## src/rtl/osd_pkg.sv

```systemverilog
// Constants shared by the out-of-step detector modules.
package osd_pkg;
	// ----------------------------------------
	// Clock and timing
	// ----------------------------------------
	localparam int unsigned CLK_HZ = 100_000_000;
	localparam int unsigned MS_PER_S = 1000;
	localparam int unsigned TIMER_STEP_MS = 10;
	localparam int unsigned TICK_CYCLES = CLK_HZ / MS_PER_S * TIMER_STEP_MS;
	localparam int unsigned DEG_PER_CYCLE = 360;
	// ----------------------------------------
	// Setting ranges and defaults
	// ----------------------------------------
	localparam logic [4:0] ANGLE_MIN = 5'h01;
	localparam logic [4:0] ANGLE_MAX = 5'h19;
	localparam logic [4:0] ANGLE_RST = 5'h01;
	localparam logic [15:0] BLK_TIME_MIN = 16'h0005;
	localparam logic [15:0] BLK_TIME_MAX = 16'h0BB8;
	localparam logic [15:0] BLK_TIME_RST = 16'h0005;
	localparam logic [15:0] HOLD_TIME_MIN = 16'h000A;
	localparam logic [15:0] HOLD_TIME_MAX = 16'h7530;
	localparam logic [15:0] HOLD_TIME_RST = 16'h000A;
	localparam logic ENABLE_SETTING_RST = 1'b0;
	localparam logic ENABLE_INPUT_RST = 1'b1;
	localparam logic TEMP_BLOCK_RST = 1'b1;
	// ----------------------------------------
	// Status event bit positions
	// ----------------------------------------
	localparam int unsigned EVT_TEMP_BLK = 0;
	localparam int unsigned EVT_MIN_V = 1;
	localparam int unsigned EVT_ENABLED = 2;
	localparam int unsigned EVT_BLK_IN = 3;
	localparam int unsigned EVT_EN_IN = 4;
	localparam int unsigned EVT_W = 5;
endpackage : osd_pkg

```

## src/rtl/osd_tmr_if.sv

```systemverilog
// Control and status lines between the detector core and one settable timer.
`timescale 1ns/10ps
interface osd_tmr_if #(parameter int W = 16);
	logic restart;
	logic run;
	logic [W-1:0] limit;
	logic done;
	modport ctl (output restart, output run, output limit, input done);
	modport tmr (input restart, input run, input limit, output done);
endinterface : osd_tmr_if

```

## src/rtl/osd_top.sv

```systemverilog
// Out-of-step detector: half-period timing, threshold, blocking and trip hold.
`timescale 1ns/10ps
module osd_top #(
	parameter int SW = 16,
	parameter int CW = 24,
	parameter int TICK_CYCLES = osd_pkg::TICK_CYCLES
) (
	// Clock and reset
	input wire logic core_clk_i,
	input wire logic sys_rst_i,
	// Voltage samples
	input wire logic sample_stb_i,
	input wire logic signed [SW-1:0] va_sample_i,
	input wire logic signed [SW-1:0] vab_sample_i,
	input wire logic phase_to_phase_i,
	// Settings
	input wire logic enable_setting_i,
	input wire logic [4:0] angle_deg_i,
	input wire logic [6:0] freq_hz_i,
	input wire logic [SW-2:0] block_voltage_i,
	input wire logic [15:0] block_time_cs_i,
	input wire logic [15:0] hold_time_cs_i,
	input wire logic trip_mask_i,
	// Plant and digital inputs
	input wire logic breaker_closed_i,
	input wire logic element_enable_input_i,
	input wire logic element_block_input_i,
	// Trips
	output logic unmasked_trip_o,
	output logic masked_trip_o,
	// Status and events
	output logic temporary_block_status_o,
	output logic min_voltage_block_status_o,
	output logic element_enabled_status_o,
	output logic element_block_input_status_o,
	output logic element_enable_input_status_o,
	output logic [osd_pkg::EVT_W-1:0] status_event_o
);
	import osd_pkg::*;

	localparam int TW = $clog2(TICK_CYCLES);
	localparam logic [TW-1:0] TICK_LAST = TW'(TICK_CYCLES - 1);
	localparam logic [CW-1:0] CNT_SAT = '1;

	// ----------------------------------------
	// Step divider
	// ----------------------------------------
	logic [TW-1:0] tick_cnt_r;
	logic [TW-1:0] tick_cnt_nxt;
	logic tick_r;
	logic tick_nxt;

	always_comb begin
		tick_nxt = (tick_cnt_r == TICK_LAST);
		tick_cnt_nxt = tick_nxt ? '0 : tick_cnt_r + TW'(1);
	end

	always_ff @(posedge core_clk_i or posedge sys_rst_i) begin
		if (sys_rst_i) begin
			tick_cnt_r <= '0;
			tick_r <= 1'b0;
		end else begin
			tick_cnt_r <= tick_cnt_nxt;
			tick_r <= tick_nxt;
		end
	end

	// ----------------------------------------
	// Setting limits
	// ----------------------------------------
	function automatic logic [15:0] clamp16(input logic [15:0] v, input logic [15:0] lo, input logic [15:0] hi);
		clamp16 = (v < lo) ? lo : ((v > hi) ? hi : v);
	endfunction : clamp16

	logic [4:0] angle;
	assign angle = (angle_deg_i < ANGLE_MIN) ? ANGLE_MIN :
		((angle_deg_i > ANGLE_MAX) ? ANGLE_MAX : angle_deg_i);

	// ----------------------------------------
	// Timers
	// ----------------------------------------
	osd_tmr_if #(.W(16)) blk_tmr ();
	osd_tmr_if #(.W(16)) hold_tmr ();

	osd_timer u_blk_timer (
		.core_clk_i(core_clk_i),
		.sys_rst_i(sys_rst_i),
		.tick_i(tick_r),
		.t(blk_tmr.tmr)
	);

	osd_timer u_hold_timer (
		.core_clk_i(core_clk_i),
		.sys_rst_i(sys_rst_i),
		.tick_i(tick_r),
		.t(hold_tmr.tmr)
	);

	// ----------------------------------------
	// Measurement and detection state
	// ----------------------------------------
	logic signed [SW-1:0] meas;
	logic [SW-2:0] meas_abs;
	logic neg_r, neg_nxt;
	logic sign_ok_r, sign_ok_nxt;
	logic [CW-1:0] cnt_r, cnt_nxt;
	logic [CW-1:0] pos_half_r, pos_half_nxt;
	logic [CW-1:0] neg_half_r, neg_half_nxt;
	logic pos_ok_r, pos_ok_nxt;
	logic neg_ok_r, neg_ok_nxt;
	logic [SW-2:0] peak_r, peak_nxt;
	logic [SW-2:0] half_peak_r, half_peak_nxt;
	logic det_r, det_nxt;
	logic crossing;
	logic [CW-1:0] prev_same;
	logic [CW-1:0] abs_diff;
	logic [39:0] diff_scaled;
	logic [39:0] angle_scaled;
	logic volt_present;
	logic enabled_now;
	logic trip_r, trip_nxt;
	logic masked_r, masked_nxt;
	logic temp_blk_r, temp_blk_nxt;
	logic minv_r, minv_nxt;
	logic [EVT_W-1:0] stat_r, stat_nxt;
	logic [EVT_W-1:0] evt_r, evt_nxt;

	assign meas = phase_to_phase_i ? vab_sample_i : va_sample_i;
	assign meas_abs = meas[SW-1] ? (SW-1)'(-meas) : meas[SW-2:0];
	assign crossing = sample_stb_i && sign_ok_r && (meas[SW-1] != neg_r);
	assign prev_same = neg_r ? neg_half_r : pos_half_r;
	assign abs_diff = (cnt_r >= prev_same) ? cnt_r - prev_same : prev_same - cnt_r;
	// Cross-multiplied so no divider is needed: |dt| * 360 * F >= angle * clock rate.
	assign diff_scaled = 40'(abs_diff) * 40'(DEG_PER_CYCLE) * 40'(freq_hz_i);
	assign angle_scaled = 40'(angle) * 40'(CLK_HZ);
	// A stalled counter means no crossings, so the voltage counts as absent.
	assign volt_present = (half_peak_r >= block_voltage_i) && (cnt_r != CNT_SAT);
	assign enabled_now = enable_setting_i && element_enable_input_i && breaker_closed_i;

	assign blk_tmr.run = volt_present;
	assign blk_tmr.restart = 1'b0;
	assign blk_tmr.limit = clamp16(block_time_cs_i, BLK_TIME_MIN, BLK_TIME_MAX);
	assign hold_tmr.run = trip_r;
	assign hold_tmr.restart = det_r;
	assign hold_tmr.limit = clamp16(hold_time_cs_i, HOLD_TIME_MIN, HOLD_TIME_MAX);

	always_comb begin
		neg_nxt = neg_r;
		sign_ok_nxt = sign_ok_r;
		cnt_nxt = (cnt_r == CNT_SAT) ? cnt_r : cnt_r + CW'(1);
		pos_half_nxt = pos_half_r;
		neg_half_nxt = neg_half_r;
		pos_ok_nxt = pos_ok_r;
		neg_ok_nxt = neg_ok_r;
		peak_nxt = peak_r;
		half_peak_nxt = half_peak_r;
		det_nxt = 1'b0;
		if (sample_stb_i) begin
			neg_nxt = meas[SW-1];
			sign_ok_nxt = 1'b1;
			if (meas_abs > peak_r) begin
				peak_nxt = meas_abs;
			end
		end
		if (crossing) begin
			cnt_nxt = '0;
			peak_nxt = meas_abs;
			half_peak_nxt = peak_r;
			if (cnt_r == CNT_SAT) begin
				pos_ok_nxt = 1'b0;
				neg_ok_nxt = 1'b0;
			end else begin
				det_nxt = (neg_r ? neg_ok_r : pos_ok_r) && (diff_scaled >= angle_scaled);
				if (neg_r) begin
					neg_half_nxt = cnt_r;
					neg_ok_nxt = 1'b1;
				end else begin
					pos_half_nxt = cnt_r;
					pos_ok_nxt = 1'b1;
				end
			end
		end
		minv_nxt = !volt_present;
		temp_blk_nxt = !blk_tmr.done;
		trip_nxt = trip_r;
		if (element_block_input_i || !enabled_now) begin
			trip_nxt = 1'b0;
		end else if (det_r && !temp_blk_r && !minv_r) begin
			trip_nxt = 1'b1;
		end else if (hold_tmr.done) begin
			trip_nxt = 1'b0;
		end
		masked_nxt = trip_nxt && trip_mask_i;
		stat_nxt = '0;
		stat_nxt[EVT_TEMP_BLK] = temp_blk_nxt;
		stat_nxt[EVT_MIN_V] = minv_nxt;
		stat_nxt[EVT_ENABLED] = enabled_now;
		stat_nxt[EVT_BLK_IN] = element_block_input_i;
		stat_nxt[EVT_EN_IN] = element_enable_input_i;
		evt_nxt = stat_nxt ^ stat_r;
	end

	always_ff @(posedge core_clk_i or posedge sys_rst_i) begin
		if (sys_rst_i) begin
			neg_r <= 1'b0;
			sign_ok_r <= 1'b0;
			cnt_r <= '0;
			pos_half_r <= '0;
			neg_half_r <= '0;
			pos_ok_r <= 1'b0;
			neg_ok_r <= 1'b0;
			peak_r <= '0;
			half_peak_r <= '0;
			det_r <= 1'b0;
			minv_r <= 1'b1;
			temp_blk_r <= TEMP_BLOCK_RST;
			trip_r <= 1'b0;
			masked_r <= 1'b0;
			// Statuses that reset high start high here too, so release gives no false event.
			stat_r <= '0;
			stat_r[EVT_TEMP_BLK] <= TEMP_BLOCK_RST;
			stat_r[EVT_MIN_V] <= 1'b1;
			evt_r <= '0;
		end else begin
			neg_r <= neg_nxt;
			sign_ok_r <= sign_ok_nxt;
			cnt_r <= cnt_nxt;
			pos_half_r <= pos_half_nxt;
			neg_half_r <= neg_half_nxt;
			pos_ok_r <= pos_ok_nxt;
			neg_ok_r <= neg_ok_nxt;
			peak_r <= peak_nxt;
			half_peak_r <= half_peak_nxt;
			det_r <= det_nxt;
			minv_r <= minv_nxt;
			temp_blk_r <= temp_blk_nxt;
			trip_r <= trip_nxt;
			masked_r <= masked_nxt;
			stat_r <= stat_nxt;
			evt_r <= evt_nxt;
		end
	end

	assign unmasked_trip_o = trip_r;
	assign masked_trip_o = masked_r;
	assign temporary_block_status_o = temp_blk_r;
	assign min_voltage_block_status_o = minv_r;
	assign element_enabled_status_o = stat_r[EVT_ENABLED];
	assign element_block_input_status_o = stat_r[EVT_BLK_IN];
	assign element_enable_input_status_o = stat_r[EVT_EN_IN];
	assign status_event_o = evt_r;
endmodule : osd_top

```

## src/rtl/osd_timer.sv

```systemverilog
// Settable timer counting 10 ms steps while its run line is high.
`timescale 1ns/10ps
module osd_timer (
	// Clock and reset
	input wire logic core_clk_i,
	input wire logic sys_rst_i,
	// Step enable
	input wire logic tick_i,
	// Control
	osd_tmr_if.tmr t
);
	logic [15:0] count_r;
	logic [15:0] count_nxt;

	always_comb begin
		count_nxt = count_r;
		if (t.restart || !t.run) begin
			count_nxt = '0;
		end else if (tick_i && count_r < t.limit) begin
			count_nxt = count_r + 16'h0001;
		end
	end

	always_ff @(posedge core_clk_i or posedge sys_rst_i) begin
		if (sys_rst_i) begin
			count_r <= '0;
		end else begin
			count_r <= count_nxt;
		end
	end

	assign t.done = t.run && !t.restart && (count_r >= t.limit);
endmodule : osd_timer

```

## config.mk

```make
export PLATFORM = sky130hd
export DESIGN_NAME = osd_top
export DESIGN_NICKNAME = d
export VERILOG_FILES = /design/src/rtl/osd_pkg.sv /design/src/rtl/osd_tmr_if.sv /design/src/rtl/osd_top.sv /design/src/rtl/osd_timer.sv
export SDC_FILE = /design/constraint.sdc
export NUM_CORES = 1
export LEC_CHECK = 0
export BUFFER_PORTS_ARGS = -buffer_cell sky130_fd_sc_hd__buf_2
export CORE_MARGIN = 4
export CORE_UTILIZATION = 45
export DETAILED_ROUTE_END_ITERATION = 16
export HOLD_SLACK_MARGIN = 0.02
export PLACE_DENSITY_LB_ADDON = 0.08
export SYNTH_ARGS = -nofsm -noshare
export SYNTH_HDL_FRONTEND = slang
export SYNTH_SLANG_ARGS = --single-unit
```

## constraint.sdc

```tcl
create_clock -name core_clk_i -period 22.3 [get_ports core_clk_i]
set_input_delay 4.46 -clock core_clk_i [delete_from_list [all_inputs] [get_ports core_clk_i]]
set_output_delay 4.46 -clock core_clk_i [all_outputs]
set_load 0.01 [all_outputs]
```

# Word level (Yosys, flattened, before mapping)
# Cells that the tools add are included.
totals:
  ff_bits: 174
  latch_bits: 0
  ram_bits: 0
  romBits: 0
  in_bits: 100
  output_inout_bits: 12
  wordCells: 116
  mem_count: 0
classes:
  n_addsub: 7
  mul: 3
  div_mod_pow: 0
  magnitude_cmp: 14
  n_eq_ne: 7
  shift: 0
  mux: 30
  n_bitwise: 3
  reduce_logical: 32
ops:
  columns: ["op", "n"]
  rows:
  - ["two-way mux 16 bit", 9]
  - ["two-way mux 24 bit", 4]
  - ["two-way mux 15 bit", 4]
  - ["subtractor 24 bit", 2]
  - [">= comparator 40 x 32 -> 1 bit", 1]
  - ["multiplier 30 x 7 -> 37 bit", 1]
  - ["adder 16 x 1 -> 16 bit (second input constant)", 2]
  - [">= comparator 16 bit", 2]
  - ["less-than comparator 16 bit", 2]
  - ["multiplier 24 x 6 -> 30 bit (second input constant)", 1]
  - ["adder 24 x 1 -> 24 bit (second input constant)", 1]
  - ["== test 24 bit (second input constant)", 1]
  - [">= comparator 24 bit", 1]
  - ["multiplier 5 x 19 -> 24 bit (second input constant)", 1]
  - ["inequality test 24 bit (second input constant)", 1]
  - ["adder 20 x 1 -> 20 bit (second input constant)", 1]
  - ["== test 20 bit (second input constant)", 1]
  - ["two-way mux 20 bit", 1]
  - ["greater-than comparator 16 x 12 -> 1 bit (second input constant)", 1]
  - ["greater-than comparator 16 x 15 -> 1 bit (second input constant)", 1]
  - ["less-than comparator 16 x 3 -> 1 bit (second input constant)", 1]
  - ["less-than comparator 16 x 4 -> 1 bit (second input constant)", 1]
  - [">= comparator 15 bit", 1]
  - ["greater-than comparator 15 bit", 1]
  - ["16 further kinds", 54]

# Depth between registers and ports, before layout
depth:
  ltp_word: 9
  ltp_mapped: 60
  mapped_depth_nobuf: 56

# By module
# From an unflattened synthesis, not the netlist that was laid out.
unflattened:
  hier_cells: 2719
  hier_area_um2: 23598.9
modules_own_cells:
  columns: ["mod", "n_inst", "cells_each", "area_per_inst_um2", "seq_area_each_um2"]
  rows:
  - ["osd_top", 1, 2415, 21071.5, 3505.9]
  - ["osd_timer", 2, 152, 1263.7, 400.4]

# Worst setup path after synthesis
# No wires, ideal clock.
synth_path:
  kind: "reg2reg"
  start: "reg neg_r"
  end: "reg det_r"
  setup_ps: 126
  arrival_ps: 12276
  t_required_ps: 22174
  slack_ps: 9898
  path_stages_with_launch: 55
  path_buffers: 6
  synth_period_minus_slack_ps: 12402
  cell_sequence: "dfrtp_1 buf_1 buf_1 mux2i_1 inv_1 ha_1 buf_2 and4_4 and3_1 a211oi_1 o2111ai_1 a31oi_4 buf_6 buf_2 mux2i_1 xnor2_1 ha_1 xor2_1 [19 not listed] inv_1 ha_1 clkbuf_1 a21o_1 a21o_1 a21oi_1 o211ai_1 a21oi_2 xnor2_1 ha_1 nor2b_1 o21ai_0 o211ai_1 nor4_1 o2111ai_1 nor4_1 nand4_1 o311a_1"
synth_between:
  elab_chain_cells: 9
  elab_cells_between_ends: 14
  cone_classes: "2 x add/sub; 2 x mul; 2 x order compare; 1 x eq/ne; 5 x mux; 2 x reduce/logical"
synth_rtl:
  columns: ["item", "line", "text"]
  rows:
  - ["start: declaration", "osd_top.sv:104", "logic neg_r, neg_nxt;"]
  - ["start signal: assignment", "osd_top.sv:225", "neg_r <= neg_nxt;"]
  - ["two-way mux 24 bit", "osd_top.sv:131", "assign prev_same = neg_r ? neg_half_r : pos_half_r;"]
  - ["subtractor 24 bit or >= comparator 24 bit (tied branches)", "osd_top.sv:132", "assign abs_diff = (cnt_r >= prev_same) ? cnt_r - prev_same : prev_same - cnt_r;"]
  - ["two-way mux 24 bit", "osd_top.sv:132", null]
  - ["multiplier 24 x 6 -> 30 bit", "osd_top.sv:134", "assign diff_scaled = 40'(abs_diff) * 40'(DEG_PER_CYCLE) * 40'(freq_hz_i);"]
  - ["multiplier 30 x 7 -> 37 bit", "osd_top.sv:134", null]
  - [">= comparator 40 x 32 -> 1 bit", "osd_top.sv:173", "det_nxt = (neg_r ? neg_ok_r : pos_ok_r) && (diff_scaled >= angle_scaled);"]
  - ["logical AND 1 bit", "osd_top.sv:173", null]
  - ["two-way mux 1 bit", "osd_top.sv:169", "if (cnt_r == CNT_SAT) begin"]
  - ["two-way mux 1 bit (*)", "osd_top.sv:165", "if (crossing) begin"]
  - ["net det_nxt", "osd_top.sv:113", "logic det_r, det_nxt;"]
  - ["end signal: assignment", "osd_top.sv:234", "det_r <= det_nxt;"]
  - ["end: declaration", "osd_top.sv:113", null]
# The timed path passes the listed nets; every way through them passes the cells marked *.
# A chain may end at the register's enable or synchronous reset.

# Final worst setup path
# Ends and elaborated chain as after synthesis.

==> run metrics <==
Initial DRC Count just over 900; post-synthesis xor/xnor area fraction 6.56%; Post-Synth Adder-Cell Area between 30% and 40%; busiest layer in global routing met2; area of the core 52600 um^2; CP max stage delay ~550 ps; worst setup path category reg -> reg; multi-input logic area 18000 um^2; Total Die Area 56900 um^2; DIE WIDTH 239 um; setup_tns 0 ps; routed vias 18800; Netlist cell types 85; gpl congestion slightly below 0.9; RSZ-0062 raised after global routing no; antenna violations before repair 1; vias in the first global route slightly below 20000; post-synthesis compound-gate area fraction approximately 14%; postcts setup bufs 0; minimum clock period ~13000 ps; Clock Tree Root clkbuf_16; synthesized area about 24000 um^2; post-synthesis sequential area ratio 18.0%; final setup fails 0; DR pass1 iterations 7; largest net degree at the start of global routing 106; CP Launch Type flip-flop; Clk pin slew, worst setup/hold paths 90 ps; worst min path class reg -> reg; FF+latch area roughly 4300 um^2; Starting Density 45.5%; CTS tree yes; Final Max Slew Viols 0; synthesis-to-finish area growth 7.18%; nets approximately 3300; M1 GR Usage about 28%; Arr. time, crit path between 10000 and 15000 ps; worst-path fanout max 37; first-pass GRT wire length about 98000 um; DRC viols 0; most common cell after layout, fill and taps aside inv_1; Post-synth EDFFs 0; worst-margin pin slew 1040 ps; Hold Vio Cnt, Final 0; CTS Buffer Depth 2; top_reg_cell synth dfrtp_1; total I/O pin count roughly 110; flop and latch count out of synthesis between 150 and 200; largest family of logic cells by synthesized area adder cells; Clock Sinks between 150 and 200; worst endpoint required time 22670 ps; routed wire length 57900 um; Synth Area per Inst 8.79 um^2; mux share of post-synthesis cell area between 5 and 6%; max cap viols 0; clk_skew 21.1 ps; commonest cells after routing, fill and taps aside inv_1, ha_1, nand2_1; dpl hpwl 47100 um; met3 usage under 10%; CTS Hold Bufs 0; nature of the critical path endpoint flip-flop; post-cts gate resize count 0; total congestion overflow 0; yosys warns 0; CTS Buf Count 17; met2 usage approximately a third; Die H between 200 and 250 um; status complete, no violations; DR WL/cell about 17 um; antenna fix cells 0; H-tree depth 4; FILL cells ~5100; latest clock arrival within the worst-skew pair ~490 ps; proportion of layout cells with a drive suffix above 1 under 10%; Synth async-reset ratio 100%; Max-slew headroom 30.9%; CP most frequent cell fa_1; Syn Inst Count 2721; slowest CP cell fa_1; Total Routing Usage GR roughly a fifth; IO buf count between 100 and 150; f_max 0.0742 GHz; Final ANT Viol Nets 0; vias per cell ~5.4; post-synthesis simple-gate area fraction ~18%; row cnt 84; fin crit share 60.4%
==> cell usage after synthesis, drive strengths merged, types with 4 or more instances <==
library cell,n,share of area [%]
a211o,4,0.15
a211oi,17,0.61
a21o,86,2.7
a21oi,161,3.4
a221oi,5,0.21
a31oi,17,0.57
and2,132,3.5
and3,46,1.2
and4,11,0.41
buf,22,0.48
clkbuf,78,1.2
dfrtp,170,18
fa,190,16
ha,290,15
inv,330,5.2
mux2,61,2.9
mux2i,63,2.7
nand2,191,3.0
nand2b,43,1.1
nand3,59,1.2
nand3b,6,0.19
nand4,48,1.3
nor2,151,2.4
nor2b,47,1.3
nor3,27,0.57
nor3b,9,0.28
nor4,14,0.44
nor4b,5,0.21
o211ai,14,0.48
o21a,19,0.60
o21ai,107,2.3
o21bai,26,0.82
o22ai,9,0.24
o311ai,6,0.22
o31a,5,0.18
o31ai,8,0.25
o32ai,7,0.26
or2,8,0.21
or3,7,0.18
xnor2,108,4.0
xor2,71,2.6
==> state kept, by name, indices dropped and copies added (netlist names), 5 cells and up <==
signal	cells
cnt_r	24
neg_half_r	24
pos_half_r	24
tick_cnt_r	20
u_blk_timer.count_r	16
u_hold_timer.count_r	16
half_peak_r	15
peak_r	15
stat_r	5
status_event_o	5
==> critical path, delay by kind of cell, from the launching register on <==
| family | cells | cell delay [ps] |
|---|---|---|
| buffers and inverters | 7 | 1170 |
| XOR/XNOR | 5 | 1110 |
| adder cells (fa/ha/maj) | 11 | 4420 |
| multiplexers | 2 | 520 |
| AND/OR/NAND/NOR | 9 | 1520 |
| AO/OA/AOI/OAI | 18 | 4190 |
| flip-flops | 1 | 380 |
==> cell families (layout without fill, tap and decap cells) <==
group,after synthesis,in the layout
other,1,5
AOI/OAI and AO/OA,525,525
muxes,124,124
and+or+nand+nor,810,810
adders and majority gates,480,480
buffers and inverters,430,483
DFF,172,172
xor gates and xnor gates,179,179
==> layout make-up <==
cell class	instances	area share [%]
multi-input cells	2123	70.1
flip-flops and latches	172	16.8
clock buffers	18	1.71
repair buffers	121	2.46
inverters	330	4.85
clock inverters	14	0.674
well taps	688	3.36
==> per-layer routing <==
metal,part of all wire [%],up-vias
met3,3.4,79
met5,0,-
met4,2.4,0
li1,-,9328
met1,47,9072
met2,47,332
==> metrics by stage <==
stage	instances	cell area, um^2	worst slack (ps)	hold slack, ps	util (%)
floorplan	2725	23900	9900	430	-
global placement	3434	25000	8670	444	47.6
global route	3466	25600	7860	479	48.8
CTS	3466	25600	8670	456	48.8
finish	3466	25600	8830	456	48.8
detailed placement	3434	25000	8710	444	47.6
==> path summary, 6_finish.rpt <==
kind	from	slack, ps	endpoint	cells after the start
min in group asynchronous	sys_rst_i	4190	half_peak_r[5]$_DFFE_PP0P_	2
worst min register to register	stat_r[3]$_DFF_PP0_	460	status_event_o[3]$_DFF_PP0_	1
worst max-delay path	neg_r$_DFFE_PP0P_	8830	det_r$_DFF_PP0_	52
worst min-delay path	stat_r[3]$_DFF_PP0_	460	status_event_o[3]$_DFF_PP0_	1
max in group asynchronous	sys_rst_i	16590	neg_half_r[23]$_DFFE_PP0P_	3
worst max register to register	neg_r$_DFFE_PP0P_	8830	det_r$_DFF_PP0_	52
Power is left out: the tool's default activity adds up to more than one toggle a clock period on the data nets, which glitch-free logic cannot reach.
